File: config.mk
export PLATFORM = sky130hd
export DESIGN_NAME = satp_top
export DESIGN_NICKNAME = d
export VERILOG_FILES = /design/src/include/satp_pkg.sv /design/src/logic/satp_top.sv
export SDC_FILE = /design/constraint.sdc
export NUM_CORES = 1
export LEC_CHECK = 0
export CAP_MARGIN = 5
export CORE_MARGIN = 2
export CORE_UTILIZATION = 60
export CTS_CLUSTER_DIAMETER = 80
export DETAILED_ROUTE_END_ITERATION = 10
export DONT_BUFFER_PORTS = 1
export GPL_TIMING_DRIVEN = 1
export PLACE_DENSITY = 0.82
export SYNTH_ARGS = -nofsm -noshare
export SYNTH_HDL_FRONTEND = slang
export SYNTH_SLANG_ARGS = --single-unit
File: constraint.sdc
create_clock -name core_clk -period 1.9 [get_ports core_clk]
set_clock_uncertainty 0.2 [all_clocks]
set_input_delay 0.19 -clock core_clk [delete_from_list [all_inputs] [get_ports core_clk]]
set_output_delay 0.19 -clock core_clk [all_outputs]
set_load 0.05 [all_outputs]
File: src/include/satp_pkg.sv
// shared constants of the strobe and timer access port
package satp_pkg;
   // host address and data widths
   localparam int ADDR_W = 5;
   localparam int DATA_W = 16;
   // register offsets (byte addresses within the board window)
   localparam logic [4:0] OFF_CAL_SEL_LOAD = 5'h0A;
   localparam logic [4:0] OFF_DIO_ENABLE = 5'h12;
   localparam logic [4:0] OFF_TMR_DATA = 5'h14;
   localparam logic [4:0] OFF_TMR_CMD_STAT = 5'h16;
   localparam logic [4:0] OFF_CAL_PRE_LOAD = 5'h1A;
   localparam logic [4:0] OFF_DIO_DATA = 5'h1C;
   localparam logic [4:0] OFF_EXT_STROBE = 5'h1E;
   // timer status field layout
   localparam int STAT_BP_BIT = 0;
   localparam int STAT_OUT_LSB = 1;
   localparam int STAT_OUT_MSB = 5;
   localparam int TMR_OUTS = 5;
   // command word upper byte forced to all ones
   localparam logic [7:0] TMR_CMD_HI = 8'hFF;
   // digital i/o layout
   localparam int DIO_W = 8;
   localparam int PORT_A_LSB = 0;
   localparam int PORT_A_MSB = 3;
   localparam int PORT_B_LSB = 4;
   localparam int PORT_B_MSB = 7;
   localparam int EN_A_BIT = 0;
   localparam int EN_B_BIT = 1;
   // reset values
   localparam logic [7:0] DIO_OUT_RST = 8'h00;
   localparam logic [1:0] DIO_EN_RST = 2'h0;
   localparam logic [15:0] RDATA_RST = 16'h0000;
   // timing of the external strobe pulse
   localparam int CLK_PERIOD_NS = 4;
   localparam int EXT_LOW_NS = 500;
   localparam int EXT_LOW_CYC =
      (EXT_LOW_NS + CLK_PERIOD_NS - 1) / CLK_PERIOD_NS;
   localparam int EXT_CNT_W = 7;
   // state of the external pulse generator
   typedef enum logic [0:0] {
      SATP_EXT_IDLE,
      SATP_EXT_LOW
   } satp_ext_state_t;
endpackage : satp_pkg

File: src/logic/satp_top.sv
// Notes on behaviour
// RL1 - access at 1E gives one low strobe pulse
// RL2 - strobe low time at least 500 ns
// RL3 - write at 0A loads selected calibration DAC
// RL4 - write at 1A loads pregain offset DAC
// RL5 - strobe locations ignore written data value
// RL6 - data window at 14 reaches selected timer register
// RL7 - host selects timer register before window use
// RL8 - window reaches mode, load, hold, compare registers
// RL9 - command low byte passed, upper byte ones
// RL10 - status read gives counter output levels
// RL11 - status bit zero shows byte pointer
// RL12 - host uses timer in word bus mode
// RL13 - digital input read gives all eight lines
// RL14 - output register drives lines only when enabled
// RL15 - nibbles per port, each own enable bit
// RL16 - one strobe event per host bus cycle
`timescale 1ns/1ps

// three stage synchroniser: the output moves only when stages two
// and three agree, so a single metastable sample never leaks out
module satp_sync #(
   parameter int W = 1
) (
   input wire logic core_clk,
   input wire logic rst_b,
   input wire logic [W-1:0] async_in,
   output logic [W-1:0] sync_out
);
   logic [W-1:0] s1_ff; // first stage, read only by the second
   logic [W-1:0] s2_ff; // second stage
   logic [W-1:0] s3_ff; // third stage
   logic [W-1:0] out_ff; // agreed value

   // shift chain
   always_ff @(posedge core_clk or negedge rst_b) begin
      if (!rst_b) begin
         s1_ff <= '0;
         s2_ff <= '0;
         s3_ff <= '0;
      end else begin
         s1_ff <= async_in;
         s2_ff <= s1_ff;
         s3_ff <= s2_ff;
      end
   end

   // per bit agreement filter
   always_ff @(posedge core_clk or negedge rst_b) begin
      if (!rst_b) begin
         out_ff <= '0;
      end else begin
         for (int i = 0; i < W; i++) begin
            if (s2_ff[i] == s3_ff[i]) begin
               out_ff[i] <= s3_ff[i];
            end
         end
      end
   end

   assign sync_out = out_ff;
endmodule : satp_sync

// host register logic: strobes, calibration loads, timer access port
// and the eight line digital i/o
module satp_top (
   input wire logic core_clk,
   input wire logic rst_b,
   // host register port
   input wire logic [4:0] reg_addr,
   input wire logic [15:0] reg_wdata,
   input wire logic reg_wr,
   input wire logic reg_rd,
   output logic [15:0] reg_rdata,
   // connector strobe, active low
   output logic ext_pulse_n_out,
   // calibration dac load pulses
   output logic cal_sel_load_out,
   output logic cal_pregain_load_out,
   // timer chip access, same clock as this block
   output logic tmr_wr,
   output logic tmr_rd,
   output logic tmr_cmd_sel,
   output logic [15:0] tmr_wdata,
   input wire logic [15:0] tmr_rdata,
   // timer chip pins, asynchronous
   input wire logic [4:0] tmr_out_pins,
   input wire logic byte_pointer_flag,
   // digital i/o pins
   input wire logic [3:0] port_a_lines_in,
   input wire logic [3:0] port_b_lines_in,
   output logic [3:0] port_a_lines_out,
   output logic [3:0] port_b_lines_out,
   output logic [3:0] port_a_lines_oe,
   output logic [3:0] port_b_lines_oe
);
   // address hits, one per location
   logic hit_cal_sel;
   logic hit_cal_pre;
   logic hit_ext;
   logic hit_tmr_data;
   logic hit_tmr_cs;
   logic hit_dio;
   logic hit_dio_en;
   // any host access this cycle
   logic any_acc;
   // external pulse generator state and counter
   satp_pkg::satp_ext_state_t ext_state_ff;
   satp_pkg::satp_ext_state_t nxt_ext_state;
   logic [satp_pkg::EXT_CNT_W-1:0] ext_cnt_ff;
   logic [satp_pkg::EXT_CNT_W-1:0] nxt_ext_cnt;
   logic ext_n_ff; // registered connector level
   // calibration load pulses
   logic cal_sel_ff;
   logic cal_pre_ff;
   // digital output pattern and port enables
   logic [7:0] dio_out_ff;
   logic [1:0] dio_en_ff;
   // read data register
   logic [15:0] rdata_ff;
   logic [15:0] nxt_rdata;
   // synchronised pin levels
   logic [4:0] tmr_out_sync;
   logic bp_sync;
   logic [7:0] dio_in_sync;

   // address decode; each strobe is one cycle so one event per access
   assign any_acc = reg_wr | reg_rd;
   assign hit_cal_sel = (reg_addr == satp_pkg::OFF_CAL_SEL_LOAD);
   assign hit_cal_pre = (reg_addr == satp_pkg::OFF_CAL_PRE_LOAD);
   assign hit_ext = (reg_addr == satp_pkg::OFF_EXT_STROBE);
   assign hit_tmr_data = (reg_addr == satp_pkg::OFF_TMR_DATA);
   assign hit_tmr_cs = (reg_addr == satp_pkg::OFF_TMR_CMD_STAT);
   assign hit_dio = (reg_addr == satp_pkg::OFF_DIO_DATA);
   assign hit_dio_en = (reg_addr == satp_pkg::OFF_DIO_ENABLE);

   // timer output and byte pointer pins
   satp_sync #(.W(6)) u_tmr_sync (
      .core_clk(core_clk),
      .rst_b(rst_b),
      .async_in({tmr_out_pins, byte_pointer_flag}),
      .sync_out({tmr_out_sync, bp_sync})
   );

   // digital i/o line levels
   // port b in the upper nibble, port a in the lower, as read back
   satp_sync #(.W(8)) u_dio_sync (
      .core_clk(core_clk),
      .rst_b(rst_b),
      .async_in({port_b_lines_in, port_a_lines_in}),
      .sync_out(dio_in_sync)
   );

   // external pulse next state
   always_comb begin
      nxt_ext_state = ext_state_ff;
      nxt_ext_cnt = ext_cnt_ff;
      case (ext_state_ff)
         satp_pkg::SATP_EXT_IDLE: begin
            // RL1 any access starts
            // RL16 one per cycle
            if (any_acc && hit_ext) begin
               nxt_ext_state = satp_pkg::SATP_EXT_LOW;
               nxt_ext_cnt = satp_pkg::EXT_CNT_W'(satp_pkg::EXT_LOW_CYC - 1);
            end
         end
         satp_pkg::SATP_EXT_LOW: begin
            // a new access while low restarts the count, so the pulse
            // stretches instead of showing a glitch high
            if (any_acc && hit_ext) begin
               nxt_ext_cnt = satp_pkg::EXT_CNT_W'(satp_pkg::EXT_LOW_CYC - 1);
            // RL2 hold low time
            end else if (ext_cnt_ff == '0) begin
               nxt_ext_state = satp_pkg::SATP_EXT_IDLE;
            end else begin
               nxt_ext_cnt = ext_cnt_ff - 1'b1;
            end
         end
         default: begin
            nxt_ext_state = satp_pkg::SATP_EXT_IDLE;
            nxt_ext_cnt = '0;
         end
      endcase
   end

   // external pulse registers; the pin comes straight from a flop
   // the level follows the next state, so the fall comes at the
   // taking edge and not one cycle later
   always_ff @(posedge core_clk or negedge rst_b) begin
      if (!rst_b) begin
         ext_state_ff <= satp_pkg::SATP_EXT_IDLE;
         ext_cnt_ff <= '0;
         ext_n_ff <= 1'b1;
      end else begin
         ext_state_ff <= nxt_ext_state;
         ext_cnt_ff <= nxt_ext_cnt;
         ext_n_ff <= (nxt_ext_state != satp_pkg::SATP_EXT_LOW);
      end
   end

   // calibration load pulses, one cycle after the write
   always_ff @(posedge core_clk or negedge rst_b) begin
      if (!rst_b) begin
         cal_sel_ff <= 1'b0;
         cal_pre_ff <= 1'b0;
      end else begin
         // RL3 selected dac load
         // RL5 data ignored
         cal_sel_ff <= reg_wr & hit_cal_sel;
         // RL4 pregain dac load
         cal_pre_ff <= reg_wr & hit_cal_pre;
      end
   end

   // digital output pattern, only the low byte is kept
   always_ff @(posedge core_clk or negedge rst_b) begin
      if (!rst_b) begin
         dio_out_ff <= satp_pkg::DIO_OUT_RST;
      end else if (reg_wr && hit_dio) begin
         // upper byte of the word is reserved and dropped
         dio_out_ff <= reg_wdata[7:0];
      end
   end

   // port drive enables
   always_ff @(posedge core_clk or negedge rst_b) begin
      if (!rst_b) begin
         dio_en_ff <= satp_pkg::DIO_EN_RST;
      end else if (reg_wr && hit_dio_en) begin
         dio_en_ff <= reg_wdata[1:0];
      end
   end

   // timer access is a pass through in the same cycle, so the chip
   // must answer a read combinationally; the host has already picked
   // the internal register with a command write beforehand
   // RL6 window pass through
   // RL8 all word registers
   // RL12 full word moves
   assign tmr_wr = reg_wr & (hit_tmr_data | hit_tmr_cs);
   assign tmr_rd = reg_rd & hit_tmr_data;
   assign tmr_cmd_sel = hit_tmr_cs;

   // command writes carry only the low byte
   always_comb begin
      tmr_wdata = reg_wdata;
      // RL9 force upper ones
      if (hit_tmr_cs) begin
         tmr_wdata = {satp_pkg::TMR_CMD_HI, reg_wdata[7:0]};
      end
   end

   // read multiplexer; unmapped and write only places read zero
   always_comb begin
      nxt_rdata = satp_pkg::RDATA_RST;
      if (reg_rd) begin
         if (hit_tmr_data) begin
            // window read: the chip answers within the strobe cycle
            nxt_rdata = tmr_rdata;
         end else if (hit_tmr_cs) begin
            // RL10 counter output levels
            nxt_rdata[satp_pkg::STAT_OUT_MSB:satp_pkg::STAT_OUT_LSB] =
               tmr_out_sync;
            // RL11 byte pointer bit
            nxt_rdata[satp_pkg::STAT_BP_BIT] = bp_sync;
         end else if (hit_dio) begin
            // RL13 all eight lines
            nxt_rdata[7:0] = dio_in_sync;
         end else if (hit_dio_en) begin
            // enables read back so software can check the drivers
            nxt_rdata[1:0] = dio_en_ff;
         end else begin
            // strobe places and holes read zero
            nxt_rdata = satp_pkg::RDATA_RST;
         end
      end
   end

   // read data stands for the one cycle after the read strobe
   always_ff @(posedge core_clk or negedge rst_b) begin
      if (!rst_b) begin
         rdata_ff <= satp_pkg::RDATA_RST;
      end else begin
         rdata_ff <= nxt_rdata;
      end
   end

   // the pattern always reaches the pins; the enable decides
   // whether the line shows it or the outside level
   // RL14 drive only enabled
   // RL15 nibble per port
   assign port_a_lines_out =
      dio_out_ff[satp_pkg::PORT_A_MSB:satp_pkg::PORT_A_LSB];
   assign port_b_lines_out =
      dio_out_ff[satp_pkg::PORT_B_MSB:satp_pkg::PORT_B_LSB];
   assign port_a_lines_oe = {4{dio_en_ff[satp_pkg::EN_A_BIT]}};
   assign port_b_lines_oe = {4{dio_en_ff[satp_pkg::EN_B_BIT]}};

   // remaining outputs
   assign reg_rdata = rdata_ff;
   assign ext_pulse_n_out = ext_n_ff;
   assign cal_sel_load_out = cal_sel_ff;
   assign cal_pregain_load_out = cal_pre_ff;
endmodule : satp_top

==> metrics, run 1 <==
outcome=finished with violations; failing checks=negative hold slack; CP startpoint kind=primary input; Congestion Overflow GR=0; top cell type by total area after synthesis=dfrtp_1; Slew Limit Fails=0; slowest cell on the critical path=dlygate4sd3_1; Synth Area per Inst=approximately 15 um2; ys flop type=dfrtp_1; pin count of the biggest net entering global routing=94; unrepaired setup endpoints after global routing=false; vias post-DR=1,996; post-DP HPWL=3.877 mm; Critical Path, Cell by Cell=dlygate4sd3_1 > nor3b_1 > a32oi_1 > a211oi_1 > dlygate4sd3_1; Filler cells=~320; Peak VDD IR=between 0.0007 and 0.0008 V; Die X=79.47 um; Max-cap violations=0; flops & latches, synth=93; required time of the critical path=1.99 ns; leading post-synthesis cells by cell area=dfrtp_1 67%, maj3_1 4.1%, mux2_2 4.0%, buf_4 3.5%, or2_2 1.8%; HP Class=in -> async; gp weighted congestion=just under 0.8; wire per inst=17.51 um; pre-CTS WS=0.04429 ns; FFs w/ async S/R, synth=100.0%; clk_lat worst skew=about 0.35 ns; Crit. End Element=register; Post-Syn Area=approximately 3400 um2; Root Driver=clkbuf_8; final setup TNS=0 ns; Detail Route Antenna Nets=0; Reg clk slew, reported paths=0.09 ns; cell row count=27; most frequent CP cell=dlygate4sd3_1; Residual DRC=0; sequential-to-total area share from yosys stat=about 68%; synth cell count leaders=92 x dfrtp_1, 16 x buf_4, 14 x maj3_1, 12 x mux2_2, 10 x or2_2; Port-buffer cells=0; relative slew slack=63.87%; yosys warns=0; Power Density=~1200 nW/um2; Die Area=6315 um2; initial DRC count=90; final number of hold-violating endpoints=93; critical path class=in -> reg; I/O pin count=approximately 110; Post-Route WL=between 6 and 7 mm; Leakage=1.907 nW; hold_ws=-0.6773 ns; # setup viols final=0; Slew @ Worst Pin=0.5464 ns; top-area cell type share of the netlist area=67.37%; clock tree sinks=93; number of distinct library cells after synthesis=43; CTS H-tree lvls=3; CTS tree=built; Arr. time, crit path=1.91 ns; CTS buffer count=9; clk buf depth=2; total core area=5507 um2; ant diodes=0; detail-routed via count per cell=between 5 and 6; chip height=~80 um; Global Route Usage Sum=21.24%; TritonRoute pass-1 iters=4; Initial Utilization=roughly 62%; initial antenna violation count=0; Max Freq=548.9 MHz; vias in the first global route=2,021; min cycle time layout=1.822 ns; slowest stage delay, CP=between 0.6 and 0.7 ns; share of layout cells above drive strength 1=19.23%; number of synthesized flops with an enable pin=0; Cells after Synth=233; final setup margin=0.07812 ns; fin crit share=95.89%; number of setup buffers added after CTS=0; first-pass GRT wire length=9.804 mm; Layout area overhead=23.25%; syn nets=290; crit path max fanout=5; fin nets=between 300 and 400; most frequent cell after synthesis=dfrtp_1
==> what timing repair did <==
item / CTS / global route
hold buffers: 52 / 1
endpoints found under the hold margin: 135 / 94
gates resized for setup: 0 / 4
endpoints found under the setup margin: 0 / 7
==> report_power, final <==
group | total [mW] | leakage (nW) | internal (mW) | switching, mW
combinational | 0.794 | 0.654 | 0.379 | 0.415
clock | 1.55 | 0.121 | 0.886 | 0.666
sequential | 2.57 | 1.13 | 2.21 | 0.368
total | 4.92 | 1.91 | 3.47 | 1.45
==> layout make-up <==
| type | count | area, um2 | area share (%) |
|---|---|---|---|
| clock buffer | 10 | 127.6 | 3.030 |
| clock inverter | 6 | 116.4 | 2.763 |
| inverter | 6 | 22.52 | 0.5348 |
| multi-input combinational | 114 | 950.9 | 22.58 |
| sequential | 93 | 2331 | 55.35 |
| tap | 72 | 90.09 | 2.139 |
| timing repair buffer | 57 | 573.1 | 13.61 |
==> flip-flops by register name, indices dropped and copies added (netlist names) <==
signal and cells:
cal_pregain_load_out 1, u_dio_sync.s3_ff 8, u_tmr_sync.sync_out 6, reg_rdata 16
cal_sel_load_out 1, dio_out_ff 8, dio_en_ff 2, ext_state_ff 1
u_tmr_sync.s1_ff 6, u_dio_sync.sync_out 8, u_tmr_sync.s3_ff 6, u_dio_sync.s1_ff 8
ext_cnt_ff 7, u_tmr_sync.s2_ff 6, u_dio_sync.s2_ff 8, ext_pulse_n_out 1
==> routing by layer <==
layer  part of all wire [%]  track usage [%]  up-vias
li1                       -                -      898
met1                     38            24.44     1005
met2                     54            35.97       78
met3                    5.0            4.864       15
met4                    3.0            13.10        0
met5                      0                0        -
==> cell usage in the layout, fill, tap and decap left out, types with 6 or more instances in the layout <==
master	instances
dfrtp_1	90
dlygate4sd3_1	53
maj3_1	14
mux2_2	12
or2_2	10
clkbuf_8	9
and2_1	8
nor3_1	7
inv_1	6
nor2_1	6
nand2_1	6
==> worst max-delay path, delay by kind of cell <==
kind / cells / cell delay (ns)
simple gates: 1 / 0.28
compound gates: 2 / 0.26
buf+inv: 2 / 1.19
==> per-stage QoR <==
| stage | utilization [%] | cell area (um2) | std cells | hold WS, ns | total power [mW] |
|---|---|---|---|---|---|
| final | 76.48 | 4212 | 358 | -0.6773 | 4.921 |
| after global routing | 76.48 | 4212 | 358 | -0.6975 | 5.138 |
| after CTS | 75.94 | 4182 | 357 | -0.6921 | 4.917 |
| after detailed placement | 62.05 | 3417 | 289 | -0.3036 | 3.280 |
| after global placement | 62.05 | 3417 | 289 | -0.3037 | 3.224 |
| after floorplan | - | 3420 | 233 | -0.3056 | 3.211 |
==> logic make-up after synthesis <==
family          Yosys count  share of synthesized area [%]
simple gates             60                          11.50
mux                      16                          5.126
fa+ha+maj                16                          4.833
buf+inv                  26                          4.943
flops                    93                          68.14
compound gates           22                          5.456
==> path summary, 6_finish.rpt <==
path,start,end,slack [ns],cells after the start
worst min-delay path,rst_b,reg_rdata[9],-0.68,0
worst min register to register,u_dio_sync.s1_ff[2],u_dio_sync.s2_ff[2],0.15,0
worst max register to register,ext_cnt_ff[0],ext_cnt_ff[6],0.10,5
worst max-delay path,reg_addr[3],reg_rdata[1],0.08,5
min in group core_clk,reg_addr[2],reg_rdata[0],0.02,3
max in group asynchronous,rst_b,ext_pulse_n_out,1.99,0
(Power assumes the default switching activity.)
==> run 2: changes to the inputs <==
==> constraint.sdc (replaced) <==
create_clock -name core_clk -period 1.9 [get_ports core_clk]
set_clock_uncertainty 0.2 [all_clocks]
set_input_delay 0.38 -clock core_clk [delete_from_list [all_inputs] [get_ports core_clk]]
set_output_delay 0.38 -clock core_clk [all_outputs]
set_load 0.05 [all_outputs]
==> run 2 against run 1 <==
  * The run still ends with negative hold slack left
  * Clock-buffer cell count stayed put
  * Non-clock buffer count decreased by 5
  * Worst setup slack lost 0.017 ns
  * Critical endpoint is now ext_cnt_ff[5]
  * Highest routed layer unchanged
==> metrics, run 2 (same netlist as run 1, synthesis figures left out) <==
outcome=finished with violations; failing checks=negative hold slack; Max Freq=543.9 MHz (-0.90%); fin crit share=96.76% (+0.87 points); Detail Route Antenna Nets=0 (unchanged); required time of the critical path=1.93 ns (-0.06 ns); clk_lat worst skew=0.35 ns (about the same); # setup viols final=0 (unchanged); pin count of the biggest net entering global routing=94 (unchanged); relative slew slack=67.05% (+3.2 points); cell row count=27 (unchanged); ant diodes=0 (unchanged); CTS H-tree lvls=3 (unchanged); Global Route Usage Sum=20.51% (-0.74 points); chip height=79.47 um (unchanged); met1 Use GR=25.00% (+0.56 points); min cycle time layout=1.838 ns (+0.01658 ns); most frequent cells in the layout=90 x dfrtp_1, 42 x dlygate4sd3_1, 14 x maj3_1, 12 x mux2_2; clk buf depth=2 (unchanged); unrepaired setup endpoints after global routing=false; Root Driver=clkbuf_8; Reg clk slew, reported paths=0.09 ns (about the same); first-pass GRT wire length=9.591 mm (-2.2%); post-DP HPWL=3.915 mm (+1.0%); met3 usage=7.014% (+2.1 points); Filler cells=333 (+3.4%); Congestion Overflow GR=0 (unchanged); Die Area=6315 um2 (unchanged); Max-cap violations=0 (unchanged); critical path class=reg -> reg; met2 usage=34.29% (-1.7 points); TritonRoute pass-1 iters=4 (unchanged); CP startpoint kind=register; final number of hold-violating endpoints=93 (unchanged); commonest non-fill, non-tap cell in the layout=dfrtp_1; Power Density=1109 nW/um2 (-5.1%); initial antenna violation count=0 (unchanged); Residual DRC=0 (unchanged); vias post-DR=1,941 (-2.8%); area of the multi-input gates=985.9 um2 (+3.7%); CTS tree=built; clock tree sinks=93 (unchanged); Die X=79.47 um (unchanged); Crit. End Element=register; Initial Utilization=62.05% (unchanged); fin nets=333 (-1.5%); Slew Limit Fails=0 (unchanged); wire per inst=17.23 um (-1.6%); detail-routed via count per cell=5.499 (-1.4%); grt peak-use layer=met2; Sequential cell area=2331 um2 (unchanged); total core area=5507 um2 (unchanged); vias in the first global route=2,010 (-0.54%); Post-Route WL=6.081 mm (-3.0%); Layout area overhead=21.05%; max reg flops=16 (unchanged); Slew @ Worst Pin=0.4945 ns (-0.05184 ns); initial DRC count=117 (+30%); Arr. time, crit path=1.87 ns (-0.04 ns); hold_ws=-0.4878 ns (+0.1894 ns); Leakage=1.845 nW (-3.3%); gp weighted congestion=0.7840 (about the same); CTS buffer count=9 (unchanged); Port-buffer cells=0 (unchanged); I/O pin count=109 (unchanged); Peak VDD IR=0.0008384 V (+14%); Pwr Total=4.586 mW (-6.8%); HP Class=in -> async; share of layout cells above drive strength 1=21.71% (+2.5 points); crit path max fanout=5 (unchanged)
-- run 2: timing repair --
action                                  4_1_cts  5_1_grt
hold buffers                                 41        1
gates resized for setup                       0        4
setup buffers                                 0        1
endpoints found under the setup margin        0        7
endpoints found under the hold margin       133       94
-- run 2: area by class of cell --
cell class / instances / share of cell area [%]
flip-flops and latches: 93 / 56.35
inverters: 6 / 0.5445
multi-input cells: 114 / 23.84
clock buffers: 10 / 3.085
repair buffers: 52 / 12.89
clock inverters: 6 / 1.119
well taps: 72 / 2.178
-- run 2: final timing paths --
check	from	end	slack, ns	cells after the start
setup reg to reg	ext_cnt_ff[2]	ext_cnt_ff[5]	0.06	3
max in group asynchronous	rst_b	ext_pulse_n_out	1.78	0
setup / recovery	ext_cnt_ff[2]	ext_cnt_ff[5]	0.06	3
hold reg to reg	u_dio_sync.s1_ff[2]	u_dio_sync.s2_ff[2]	0.15	0
min in group core_clk	reg_addr[4]	reg_rdata[6]	0.02	2
hold / removal	rst_b	reg_rdata[12]	-0.49	0
-- run 2: metrics by stage --
step | area (um2) | TNS, ns | cells | utilization (%) | worst slack, ns
global placement | 3505 | 0 | 294 | 63.64 | 0.1404
detailed placement | 3505 | 0 | 294 | 63.64 | 0.04874
finish | 4136 | 0 | 353 | 75.12 | 0.06154
CTS | 4089 | 0 | 351 | 74.26 | 0.03201
global route | 4136 | 0 | 353 | 75.12 | 0.008061
floorplan | 3455 | -0.3527 | 233 | - | -0.04744
-- run 2: metal layers --
layer | share of wire, % | vias up
met1 | 41 | 990
met4 | 1.3 | 0
met2 | 53 | 55
li1 | - | 889
met5 | 0 | -
met3 | 4.8 | 7
-- run 2: where the power goes --
part	switching (mW)	internal [mW]	leakage, nW	total (mW)
logic	0.415	0.429	0.630	0.844
registers	0.376	2.21	1.13	2.58
clock network	0.675	0.485	0.0833	1.16
total	1.47	3.12	1.85	4.59
-- run 2: critical path, stage by stage, from the launching register on --
cell and delay, ns:
dfrtp_1 0.43, or4b_4 0.56, or2_0 0.24, a211o_1 0.30
